===== src/design/ltj_params.svh =====
// Purpose: Offsets, field positions, reset values and widths of the
//          transmit test and jitter control register pair.
// Assumes: Registers are 8 bits wide at their printed offsets.
// Notes:   The timing figures describe the bench link clock only.
// How it works
// Control bit zero forces all ones out
// Forced all ones timed by attenuator clock
// Auto ones on carrier loss or ones
// Alternating bit sends 1010 on transmit clock
// PRBS 2^15-1 in E1, 2^20-1 in T1
// Loop code repeats the two definition registers
// Line reset rising edge recenters attenuator
// Violation armed once, inserted after two ones
// Bit error rising edge inverts one bit
// Power-up clears writeable registers, sends ones
// Host programs registers, then toggles line reset
// Low hardware reset restores defaults any time
// Bits 7..5 choose transmit build-out
// Placement bit: receive at zero, transmit at one
// Depth bit: 128 bits at zero, 32 at one
// Disable bit bypasses the attenuator
// Power-down bit tri-states both line outputs
// Gain limit with E1/T1 picks sensitivity
// Edge bits detected against registered previous value
// Forced all ones beats every test pattern
`ifndef LTJ_PARAMS_SVH
`define LTJ_PARAMS_SVH
`define LTJ_ADDR_TTC        8'h02
`define LTJ_ADDR_LDJ        8'h03
`define LTJ_RST_TTC         8'h00
`define LTJ_RST_LDJ         8'h00
`define LTJ_TTC_ONES_REL    7
`define LTJ_TTC_AUTO_ONES   6
`define LTJ_TTC_ALT         5
`define LTJ_TTC_PRBS        4
`define LTJ_TTC_LOOP        3
`define LTJ_TTC_LINE_INTERFACE_RESET_BIT       2
`define LTJ_TTC_VIOL        1
`define LTJ_TTC_BERR        0
`define LTJ_LDJ_BO_HI       7
`define LTJ_LDJ_BO_LO       5
`define LTJ_LDJ_EGL         4
`define LTJ_LDJ_PLACE       3
`define LTJ_LDJ_DEPTH       2
`define LTJ_LDJ_DIS         1
`define LTJ_LDJ_TPD         0
`define LTJ_DEPTH_DEEP      8'd128
`define LTJ_DEPTH_SHALLOW   8'd32
`define LTJ_PRBS_E1_LEN     15
`define LTJ_PRBS_T1_LEN     20
`define LTJ_PRBS_E1_TAP     14
`define LTJ_PRBS_T1_TAP     17
`define LTJ_SENS_E1_SHORT   8'd12
`define LTJ_SENS_E1_LONG    8'd43
`define LTJ_SENS_T1_LONG    8'd36
`define LTJ_SENS_T1_LIMITED 8'd30
`endif


===== src/design/ltj_pkg.sv =====
// Purpose: Types shared by the line test and jitter control block.
// Assumes: Nothing beyond the parameter header.
// Notes:   Holds types only.
package ltj_pkg;
    typedef enum logic [2:0] {
        LTJ_SRC_DATA, LTJ_SRC_ONES, LTJ_SRC_ALT, LTJ_SRC_PRBS, LTJ_SRC_LOOP
    } ltj_src_e;
    typedef logic [7:0] ltj_byte_t;
endpackage


===== src/design/ltj_ctrl.sv =====
// Purpose: Transmit test pattern and jitter attenuator control pair.
// Assumes: Transmit and attenuator clocks arrive unsynchronised.
// Notes:   Line data leave as a single bit pair, marks on tip/ring.
`include "ltj_params.svh"
`timescale 1ns/10ps
`default_nettype none
module ltj_ctrl #(
    parameter int LOOP_LEN = 16
) (
    input  wire logic       ref_clk,
    input  wire logic       rst,
    input  wire logic       hardware_reset_n,
    input  wire logic       wr_en,
    input  wire logic       rd_en,
    input  wire logic [7:0] addr,
    input  wire logic [7:0] wdata,
    output logic      [7:0] rdata,
    input  wire logic       transmit_clock,
    input  wire logic       attenuator_clock,
    input  wire logic       tx_data,
    input  wire logic       receive_carrier_loss,
    input  wire logic       receive_all_ones,
    input  wire logic       e1_t1_select,
    input  wire logic [7:0] transmit_code_def_1,
    input  wire logic [7:0] transmit_code_def_2,
    output logic            line_out_tip,
    output logic            line_out_tip_oe,
    output logic            line_out_ring,
    output logic            line_out_ring_oe,
    output logic            line_reset_pulse,
    output logic      [2:0] build_out_sel,
    output logic      [7:0] rx_sensitivity_db,
    output logic            attenuator_in_tx,
    output logic      [7:0] attenuator_depth,
    output logic            attenuator_bypass
);
    // Async pins pass two flops before use
    logic [1:0] hardware_reset_n_s_q;
    logic [1:0] transmit_clock_s_q;
    logic [1:0] jclk_s_q;
    logic [1:0] rcl_s_q;
    logic [1:0] rao_s_q;
    logic [1:0] ets_s_q;
    logic       tdat_s1_q;
    logic       tdat_s2_q;
    logic       transmit_clock_prev_q;
    logic       jclk_prev_q;
    logic       any_rst;

    always_ff @(posedge ref_clk) begin
        hardware_reset_n_s_q  <= {hardware_reset_n_s_q[0], hardware_reset_n};
        transmit_clock_s_q  <= {transmit_clock_s_q[0], transmit_clock};
        jclk_s_q  <= {jclk_s_q[0], attenuator_clock};
        rcl_s_q   <= {rcl_s_q[0], receive_carrier_loss};
        rao_s_q   <= {rao_s_q[0], receive_all_ones};
        ets_s_q   <= {ets_s_q[0], e1_t1_select};
        tdat_s1_q <= tx_data;
        tdat_s2_q <= tdat_s1_q;
        transmit_clock_prev_q <= transmit_clock_s_q[1];
        jclk_prev_q <= jclk_s_q[1];
    end

    // Pin reset acts as a level while held low
    assign any_rst = rst | ~hardware_reset_n_s_q[1];

    // Pin clocks are sampled like data: one tick per synced rising edge
    logic transmit_clock_tick;
    logic jclk_tick;
    assign transmit_clock_tick = transmit_clock_s_q[1] & ~transmit_clock_prev_q;
    assign jclk_tick = jclk_s_q[1] & ~jclk_prev_q;

    // One address compare shared by the write and read paths
    function automatic logic reg_hit(input logic [7:0] a,
                                     input logic [7:0] sel);
        return a == sel;
    endfunction

    // Register pair
    ltj_pkg::ltj_byte_t ttc_q, ttc_d, ldj_q, ldj_d;
    always_comb begin
        ttc_d = ttc_q;
        ldj_d = ldj_q;
        if (wr_en && reg_hit(addr, `LTJ_ADDR_TTC)) begin
            ttc_d = wdata;
        end
        if (wr_en && reg_hit(addr, `LTJ_ADDR_LDJ)) begin
            ldj_d = wdata;
        end
    end
    always_ff @(posedge ref_clk) begin
        if (any_rst) begin
            ttc_q <= `LTJ_RST_TTC;
            ldj_q <= `LTJ_RST_LDJ;
        end else begin
            ttc_q <= ttc_d;
            ldj_q <= ldj_d;
        end
    end

    // Registered read data stand for exactly one cycle per read
    logic [7:0] rdata_q, rdata_d;
    always_comb begin
        rdata_d = 8'h00;
        if (rd_en && reg_hit(addr, `LTJ_ADDR_TTC)) begin
            rdata_d = ttc_q;
        end else if (rd_en && reg_hit(addr, `LTJ_ADDR_LDJ)) begin
            rdata_d = ldj_q;
        end
    end
    always_ff @(posedge ref_clk) begin
        if (any_rst) begin
            rdata_q <= 8'h00;
        end else begin
            rdata_q <= rdata_d;
        end
    end
    assign rdata = rdata_q;

    logic ones_rel, auto_en, alt_en, prbs_en, loop_en;
    assign ones_rel = ttc_q[`LTJ_TTC_ONES_REL];
    assign auto_en  = ttc_q[`LTJ_TTC_AUTO_ONES];
    assign alt_en   = ttc_q[`LTJ_TTC_ALT];
    assign prbs_en  = ttc_q[`LTJ_TTC_PRBS];
    assign loop_en  = ttc_q[`LTJ_TTC_LOOP];

    // Edge-triggered actions
    logic line_interface_reset_bit_rise, viol_rise, berr_rise;
    ltj_edge u_edge_line_interface_reset_bit (
        .ref_clk (ref_clk),
        .rst     (any_rst),
        .level   (ttc_q[`LTJ_TTC_LINE_INTERFACE_RESET_BIT]),
        .rise    (line_interface_reset_bit_rise)
    );
    ltj_edge u_edge_viol (
        .ref_clk (ref_clk),
        .rst     (any_rst),
        .level   (ttc_q[`LTJ_TTC_VIOL]),
        .rise    (viol_rise)
    );
    ltj_edge u_edge_berr (
        .ref_clk (ref_clk),
        .rst     (any_rst),
        .level   (ttc_q[`LTJ_TTC_BERR]),
        .rise    (berr_rise)
    );
    assign line_reset_pulse = line_interface_reset_bit_rise;

    // Pattern state, advanced on transmit clock ticks, or on attenuator clock ticks while ones are forced
    logic        alt_q, alt_d;
    logic [19:0] prbs_q, prbs_d;
    logic [4:0]  loop_idx_q, loop_idx_d;
    logic        viol_arm_q, viol_arm_d;
    logic        berr_arm_q, berr_arm_d;
    logic [1:0]  ones_run_q, ones_run_d;
    logic        mark_q, mark_d;
    logic        polar_q, polar_d;
    logic        bpv_q, bpv_d;
    logic        tip_q, tip_d, ring_q, ring_d;
    logic [15:0] loop_word;
    logic        fb;
    logic        bit_v;
    logic        forced;
    ltj_pkg::ltj_src_e src;

    assign loop_word = {transmit_code_def_1, transmit_code_def_2};
    assign forced = ~ones_rel | (auto_en & (rcl_s_q[1] | rao_s_q[1]));

    always_comb begin
        if (~ones_rel) begin
            src = ltj_pkg::LTJ_SRC_ONES;
        end else if (auto_en & (rcl_s_q[1] | rao_s_q[1])) begin
            src = ltj_pkg::LTJ_SRC_ONES;
        end else if (alt_en) begin
            src = ltj_pkg::LTJ_SRC_ALT;
        end else if (prbs_en) begin
            src = ltj_pkg::LTJ_SRC_PRBS;
        end else if (loop_en) begin
            src = ltj_pkg::LTJ_SRC_LOOP;
        end else begin
            src = ltj_pkg::LTJ_SRC_DATA;
        end
    end

    always_comb begin
        alt_d      = alt_q;
        prbs_d     = prbs_q;
        loop_idx_d = loop_idx_q;
        viol_arm_d = viol_arm_q | viol_rise;
        berr_arm_d = berr_arm_q | berr_rise;
        ones_run_d = ones_run_q;
        mark_d     = mark_q;
        polar_d    = polar_q;
        bpv_d      = 1'b0;
        tip_d      = tip_q;
        ring_d     = ring_q;
        bit_v      = 1'b1;
        fb = ets_s_q[1] ? (prbs_q[`LTJ_PRBS_T1_LEN-1] ^ prbs_q[`LTJ_PRBS_T1_TAP-1])
                        : (prbs_q[`LTJ_PRBS_E1_LEN-1] ^ prbs_q[`LTJ_PRBS_E1_TAP-1]);
        // Forced ones run on attenuator ticks, patterns on transmit ticks
        if ((forced && jclk_tick) || (!forced && transmit_clock_tick)) begin
            unique case (src)
                ltj_pkg::LTJ_SRC_ONES: bit_v = 1'b1;
                ltj_pkg::LTJ_SRC_ALT: begin
                    bit_v = ~alt_q;
                    alt_d = ~alt_q;
                end
                ltj_pkg::LTJ_SRC_PRBS: begin
                    bit_v  = prbs_q[0];
                    prbs_d = {prbs_q[18:0], fb};
                    // E1 keeps only the low stages live
                    if (!ets_s_q[1]) begin
                        prbs_d[19:`LTJ_PRBS_E1_LEN] = '0;
                    end
                end
                ltj_pkg::LTJ_SRC_LOOP: begin
                    bit_v = loop_word[4'(LOOP_LEN - 1 - int'(loop_idx_q))];
                    loop_idx_d = (int'(loop_idx_q) == LOOP_LEN - 1) ? 5'd0
                                 : 5'(loop_idx_q + 5'd1);
                end
                ltj_pkg::LTJ_SRC_DATA: bit_v = tdat_s2_q;
            endcase
            // One bit error per arming, not while ones are forced
            if (berr_arm_q && !forced) begin
                bit_v      = ~bit_v;
                berr_arm_d = berr_rise;
            end
            ones_run_d = bit_v ? ((ones_run_q == 2'd3) ? 2'd3
                                  : 2'(ones_run_q + 2'd1)) : 2'd0;
            // Violation repeats the last mark polarity after two ones
            // A run already two or more ones long qualifies at once
            if (bit_v && viol_arm_q && ones_run_q[1] && !forced) begin
                bpv_d      = 1'b1;
                viol_arm_d = viol_rise;
            end
            mark_d  = bit_v;
            polar_d = (bit_v && !bpv_d) ? ~polar_q : polar_q;
            tip_d   = bit_v & (bpv_d ? polar_q : ~polar_q);
            ring_d  = bit_v & ~(bpv_d ? polar_q : ~polar_q);
        end
    end

    always_ff @(posedge ref_clk) begin
        if (any_rst) begin
            alt_q      <= 1'b0;
            prbs_q     <= 20'hfffff;
            loop_idx_q <= 5'd0;
            viol_arm_q <= 1'b0;
            berr_arm_q <= 1'b0;
            ones_run_q <= 2'd0;
            mark_q     <= 1'b0;
            polar_q    <= 1'b0;
            bpv_q      <= 1'b0;
            tip_q      <= 1'b0;
            ring_q     <= 1'b0;
        end else if (line_interface_reset_bit_rise) begin
            prbs_q     <= 20'hfffff;
            loop_idx_q <= 5'd0;
            ones_run_q <= 2'd0;
            alt_q      <= alt_d;
            viol_arm_q <= viol_arm_d;
            berr_arm_q <= berr_arm_d;
            mark_q     <= mark_d;
            polar_q    <= polar_d;
            bpv_q      <= bpv_d;
            tip_q      <= tip_d;
            ring_q     <= ring_d;
        end else begin
            alt_q      <= alt_d;
            prbs_q     <= prbs_d;
            loop_idx_q <= loop_idx_d;
            viol_arm_q <= viol_arm_d;
            berr_arm_q <= berr_arm_d;
            ones_run_q <= ones_run_d;
            mark_q     <= mark_d;
            polar_q    <= polar_d;
            bpv_q      <= bpv_d;
            tip_q      <= tip_d;
            ring_q     <= ring_d;
        end
    end

    // Power-down releases both line pins
    assign line_out_tip     = tip_q;
    assign line_out_ring    = ring_q;
    assign line_out_tip_oe  = ~ldj_q[`LTJ_LDJ_TPD];
    assign line_out_ring_oe = ~ldj_q[`LTJ_LDJ_TPD];

    assign build_out_sel     = ldj_q[`LTJ_LDJ_BO_HI:`LTJ_LDJ_BO_LO];
    assign attenuator_in_tx  = ldj_q[`LTJ_LDJ_PLACE];
    assign attenuator_bypass = ldj_q[`LTJ_LDJ_DIS];
    assign attenuator_depth  = ldj_q[`LTJ_LDJ_DEPTH] ? `LTJ_DEPTH_SHALLOW
                                                     : `LTJ_DEPTH_DEEP;

    always_comb begin
        unique case ({ets_s_q[1], ldj_q[`LTJ_LDJ_EGL]})
            2'b00: rx_sensitivity_db = `LTJ_SENS_E1_SHORT;
            2'b01: rx_sensitivity_db = `LTJ_SENS_E1_LONG;
            2'b10: rx_sensitivity_db = `LTJ_SENS_T1_LONG;
            2'b11: rx_sensitivity_db = `LTJ_SENS_T1_LIMITED;
        endcase
    end
endmodule // ltj_ctrl
`default_nettype wire


===== src/design/ltj_edge.sv =====
// Purpose: Rising edge detector for one control bit.
// Assumes: Input already in this clock domain.
// Notes:   Resets its stored previous value to zero.
`timescale 1ns/10ps
`default_nettype none
module ltj_edge (
    input  wire logic ref_clk,
    input  wire logic rst,
    input  wire logic level,
    output logic      rise
);
    logic prev_q;
    logic prev_d;
    always_comb begin
        prev_d = level;
    end
    always_ff @(posedge ref_clk) begin
        if (rst) begin
            prev_q <= 1'b0;
        end else begin
            prev_q <= prev_d;
        end
    end
    assign rise = level & ~prev_q;
endmodule // ltj_edge
`default_nettype wire


===== config.mk =====
export PLATFORM = sky130hd
export DESIGN_NAME = ltj_ctrl
export DESIGN_NICKNAME = d
export VERILOG_FILES = /design/src/design/ltj_pkg.sv /design/src/design/ltj_ctrl.sv /design/src/design/ltj_edge.sv
export VERILOG_INCLUDE_DIRS = /design/src /design/src/design
export SDC_FILE = /design/constraint.sdc
export NUM_CORES = 1
export LEC_CHECK = 0
export ABC_AREA = 1
export BUFFER_PORTS_ARGS = -buffer_cell sky130_fd_sc_hd__clkbuf_2
export CAP_MARGIN = 10
export CORE_MARGIN = 5
export CORE_UTILIZATION = 56
export CTS_CLUSTER_SIZE = 16
export DETAILED_ROUTE_END_ITERATION = 10
export GPL_ROUTABILITY_DRIVEN = 0
export PLACE_DENSITY = 0.83
export RECOVER_POWER = 100
export SYNTH_ARGS = -nofsm -noshare
export SYNTH_HDL_FRONTEND = slang
export SYNTH_SLANG_ARGS = --single-unit
export TNS_END_PERCENT = 50

===== constraint.sdc =====
create_clock -name ref_clk -period 3.4 [get_ports ref_clk]
set_input_delay 0.34 -clock ref_clk [delete_from_list [all_inputs] [get_ports ref_clk]]
set_output_delay 0.34 -clock ref_clk [all_outputs]
set_load 0.005 [all_outputs]

# Word level (Yosys, flattened, before mapping)
# Index checks and enable logic that the tools add are counted.
# op_classes
addsub,3
n_lt_le_gt_ge,1
n_eq_ne,11
mux,28
bitwise_logic,27
reduce_logical,21
# op_table
cell,count
$pmux 8 s4,1
$mux 8,3
$eq 8x2->1 const B,2
$mux 3,5
$mux 1,13
$not 1->1,12
$logic_and 1x1->1,11
$mux 5,2
$and 1x1->1,8
$reduce_and 2->1,4
$eq 2x2->1 const B,3
$eq 3x2->1 const B,2
$lt 4x6->1 const B,1
$add 5x1->5 const B,1
$eq 5x5->1 const B,1
$or 1x1->1,5
$pmux 1 s5,1
$bmux 1 s4,1
$mux 2,2
$sub 4x4->4 const A,1
$eq 3x1->1 const B,1
$eq 3x3->1 const B,1
$logic_not 3->1,1
$add 2x1->2 const B,1
6 further kinds,8
# totals
reg_bits,76
inputBits,43
word_cells,116

# Depth between registers and ports, before layout
# depth
word_depth,19
ltp_mapped,13

# Cells and area by module
# A second synthesis with hierarchy kept.
# unflattened
hier_cells,380
hier_area_um2,3007.9
# by_module_without_submodules
module,instances,cells_each,area_per_inst_um2,seq_area_each_um2
ltj_ctrl,1,368,2914.0,1461.4
ltj_edge,3,4,31.3,20.0

# Least setup slack after synthesis
# No wires, ideal clock.
# synth_path
path_kind,input -> register
startpoint,input addr[3]
endpoint,register ldj_q[7]
arrival_ps,1374
required_ps,3320
path_slack_ps,1946
cell_stages,5
path_buffers,1
path_cell_list,or2_1 -> nor4b_4 -> buf_4 -> nor2_1 -> a211oi_2
# synth_via
elab_chain_len,2
# synth_rtl
element,line_no,source
from (decl),ltj_ctrl.sv:15,"input wire logic [7:0] addr,"
$eq 8x2->1,ltj_ctrl.sv:75,return a == sel;
$logic_and 1x1->1,ltj_ctrl.sv:86,"if (wr_en && reg_hit(addr, `LTJ_ADDR_LDJ)) begin"
to (signal assigned),ltj_ctrl.sv:93,ldj_q <= `LTJ_RST_LDJ;
to (signal assigned),ltj_ctrl.sv:96,ldj_q <= ldj_d;
to (decl),ltj_ctrl.sv:79,"ltj_pkg::ltj_byte_t ttc_q, ttc_d, ldj_q, ldj_d;"
# Every way passes these cells.
# A chain may end at the register's enable or synchronous reset.

# Worst setup path in the final report
# layout_path
startpoint,register hardware_reset_n_s_q[1]
endpoint,register loop_idx_q[3]
# layout_via
elab_chain_len,3
# layout_rtl
element,line_no,source
from (decl),ltj_ctrl.sv:38,logic [1:0] hardware_reset_n_s_q;
from (signal assigned),ltj_ctrl.sv:51,"hardware_reset_n_s_q <= {hardware_reset_n_s_q[0], hardware_reset_n};"
$not 1->1,ltj_ctrl.sv:64,assign any_rst = rst | ~hardware_reset_n_s_q[1];
$or 1x1->1,ltj_ctrl.sv:64,
$reduce_or 2->1 (no source line),--,
to (signal assigned),ltj_ctrl.sv:270,loop_idx_q <= loop_idx_d;
to (decl),ltj_ctrl.sv:151,"logic [4:0] loop_idx_q, loop_idx_d;"
# Every way passes these cells.

==> impl_metrics.env <==
export IMPL_p_leak_nw=1.58
export IMPL_status="finished, final reports clean"
export IMPL_synth_top_family_by_area="simple AND/OR/NAND/NOR gates"
export IMPL_synth_top_area_cell="dfxtp_1"
export IMPL_gr_usage_met1_pct=20.9
export IMPL_worstPathCellList="inv_1 -> nor2_1 -> inv_1 -> nor2_1 -> buf_4 -> o21ai_0 -> a221oi_1"
export IMPL_nNetsFinal=488
export IMPL_multi_input_area_mm2=0.00123
export IMPL_synth_simple_gate_area_share_pct=25.0
export IMPL_synth_edf_count=0
export IMPL_n_antenna_cell=0
export IMPL_core_rowCount=27
export IMPL_totalNegativeSetupSlack_ns=0
export IMPL_cts_resized_gates=0
export IMPL_yosysTopAreaCellShare_pct=49.1
export IMPL_core_mm2=0.00544
export IMPL_grt_start_max_net_pins=27
export IMPL_cts_buffers=9
export IMPL_die_y_um=84.4
export IMPL_tightestPinTransition_ns=0.862
export IMPL_clk_pin_slew_worst_paths_ns=0.08
export IMPL_ys_warn_count=0
export IMPL_synth_common_cells="dfxtp_1 (76), nand2_1 (71), inv_1 (43)"
export IMPL_numPortBuffers=68
export IMPL_dieArea_mm2=0.00712
export IMPL_antenna_found_initial=0
export IMPL_p_clk_share_pct=42.2
export IMPL_synthAdderAreaFrac_pct=2.42
export IMPL_cts_root_buf="clkbuf_8"
export IMPL_dr_total_vias=2577
export IMPL_top_usage_layer="met2"
export IMPL_vdd_drop_max_v=0.000473
export IMPL_combPwrFrac_pct=4.0
export IMPL_syn_cell_area_mm2=0.00310
export IMPL_synth_most_common_cell="dfxtp_1"
export IMPL_h_tree_depth=3
export IMPL_cts_tree="yes"
export IMPL_synthDistinctLibCells=37
export IMPL_clk_path_buf_depth=2
export IMPL_cts_hold_buf=0
export IMPL_ys_flop_type="dfxtp_1"
export IMPL_layout_drive_gt1_share_pct=17.8
export IMPL_ff_latch_area_mm2=0.00152
export IMPL_grt_pass1_vias=2505
export IMPL_fill_cells=472
export IMPL_start_util_pct=57.0
export IMPL_wl_per_cell_um=12.2
export IMPL_stdcell_area_mm2=0.00355
export IMPL_postRouteAntennaNets=0
export IMPL_drc=0
export IMPL_setup_viol=0
export IMPL_synth_compound_area_share_pct=11.6
export IMPL_post_cts_buffers=0
export IMPL_grt_util_met3_pct=5.10
export IMPL_overflow=0
export IMPL_wl_um=6290
export IMPL_endpoint_kind="register"
export IMPL_die_width_um=84.4
export IMPL_worstPathMaxFanout=26
export IMPL_switchingPower_mw=0.405
export IMPL_cap_violations=0
export IMPL_crit_type="reg2reg"
export IMPL_cp_slowest_cell="inv_1"
export IMPL_required_ns=3.66
export IMPL_synthToLayoutAreaGrowth_pct=14.4
export IMPL_relSlewSlack_pct=42.4
export IMPL_synthTopCellsByArea="dfxtp_1 (49%), nand2_1 (8.6%), nand3_1 (6.5%), inv_1 (5.2%), nor2_1 (4.6%)"
export IMPL_hold_viol_final=0
export IMPL_dp_hpwl_um=4740
export IMPL_drt_iter0_drc=169
export IMPL_critPathMaxStageDelay_ns=0.52
export IMPL_syn_inst=376
export IMPL_ys_seq_elements=76
export IMPL_grt_pass1_wl_um=10600
export IMPL_io_pins=77
export IMPL_fin_worst_skew_ns=0.00584
export IMPL_max_freq_mhz=440
export IMPL_cts_sinks=76
export IMPL_use_met2_pct=31.7
export IMPL_finalPower_mw=1.68
export IMPL_vias_per_cell=4.99
export IMPL_rsz0062_at_grt="no"
export IMPL_async_reset_ff_share_pct=0
export IMPL_synth_area_per_cell_um2=8.24
export IMPL_dr_pass1_iters=4
export IMPL_hp_class="in2reg"
export IMPL_p_sw_share_pct=24.0
export IMPL_post_dp_cell_area_mm2=0.00340
export IMPL_finalCritPeriodShare_pct=66.9
export IMPL_synthMuxAreaShare_pct=0
export IMPL_insertion_delay_ns=0.36
export IMPL_power_density_mw_per_mm2=475
export IMPL_p_seq_share_pct=53.7
export IMPL_internal_power_mw=1.28
export IMPL_min_period_ns=2.27
export IMPL_finalMaxSlewViolations=0
export IMPL_critPathLaunchType="register"
export IMPL_ys_seq_area_share_pct=49.1
export IMPL_worst_endpoint_arrival_ns=2.53
export IMPL_synth_xor_area_share_pct=0.848
export IMPL_grtUsageTotal_pct=18.2
## state kept, by name, indices dropped and copies added, names as in the netlist, 5 cells and up
signal      count
ldj_q           8
ttc_q           8
loop_idx_q      5
prbs_q         20
rdata           8
## per-layer routing
layer | routed length (um) | vias to the layer above
li1 | - | 1345
met1 | 2710 | 1148
met2 | 3040 | 70
met3 | 421 | 14
met4 | 121 | 0
met5 | 0 | -
## kinds of logic after synthesis
logic type | after synthesis
other | 1
xor gates and xnor gates | 3
and+or+nand+nor | 170
buffers and inverters | 70
DFF | 76
AOI/OAI and AO/OA | 50
adders and majority gates | 6
## placed cells by master, fill, tap and decap left out, types with 3 or more instances in the layout
cell      synthesis  routed
nand2_1          71      72
inv_1            43      46
ha_1              6       6
a211oi_1         12      16
clkbuf_1          3      16
nand4_1           4       4
conb_1            1       8
o22ai_1           3       3
dfxtp_1          76      76
clkbuf_8          0       9
clkbuf_2          0      52
nor2_1           38      40
nand3_1          40      41
o21ai_0           8      10
a22oi_1           5       5
nand2_2           5       4
o32ai_1           4       4
a21oi_1           6       6
## worst max-delay path, delay by kind of cell, from the launching register on
| kind | cells | cell delay [ns] |
|---|---|---|
| buf+inv | 3 | 0.84 |
| simple gates | 2 | 0.63 |
| compound gates | 2 | 0.37 |
| flops | 1 | 0.31 |
## stage by stage
step	setup WS, ns	util [%]	cells	hold slack, ns
after CTS	1.37	66.3	516	0.0656
after global placement	1.50	62.5	500	0.310
final	1.13	65.2	516	0.0781
after floorplan	1.95	-	383	0.310
after global routing	0.911	65.2	516	0.0535
after detailed placement	1.41	62.5	500	0.318
## power groups by stage
stage               combinational [mW]  clock, mW  sequential [mW]
floorplan                       0.0421          0            0.925
global placement                0.0681          0            0.925
detailed placement              0.0696          0            0.926
CTS                             0.0705      0.723            0.905
global route                    0.0762      0.767            0.906
finish                          0.0678      0.711            0.905
## path summary, 6_finish.rpt
path,startpoint,to,slack (ns),depth (start not counted)
min reg2reg,transmit_clock_s_q[0]$_DFF_P_,transmit_clock_s_q[1]$_DFF_P_,0.33,0
min,e1_t1_select,ets_s_q[0]$_DFF_P_,0.08,1
max reg2reg,hardware_reset_n_s_q[1]$_DFF_P_,loop_idx_q[3]$_SDFFE_PP0P_,1.13,7
max,hardware_reset_n_s_q[1]$_DFF_P_,loop_idx_q[3]$_SDFFE_PP0P_,1.13,7
## final cells by class
class,instances,share of cell area (%)
well taps,72,2.54
inverters,46,4.87
flip-flops and latches,76,42.9
clock inverters,7,2.33
repair buffers,69,9.24
multi-input cells,237,34.6
clock buffers,9,3.49
No activity file was read; power rests on OpenSTA's default activity.
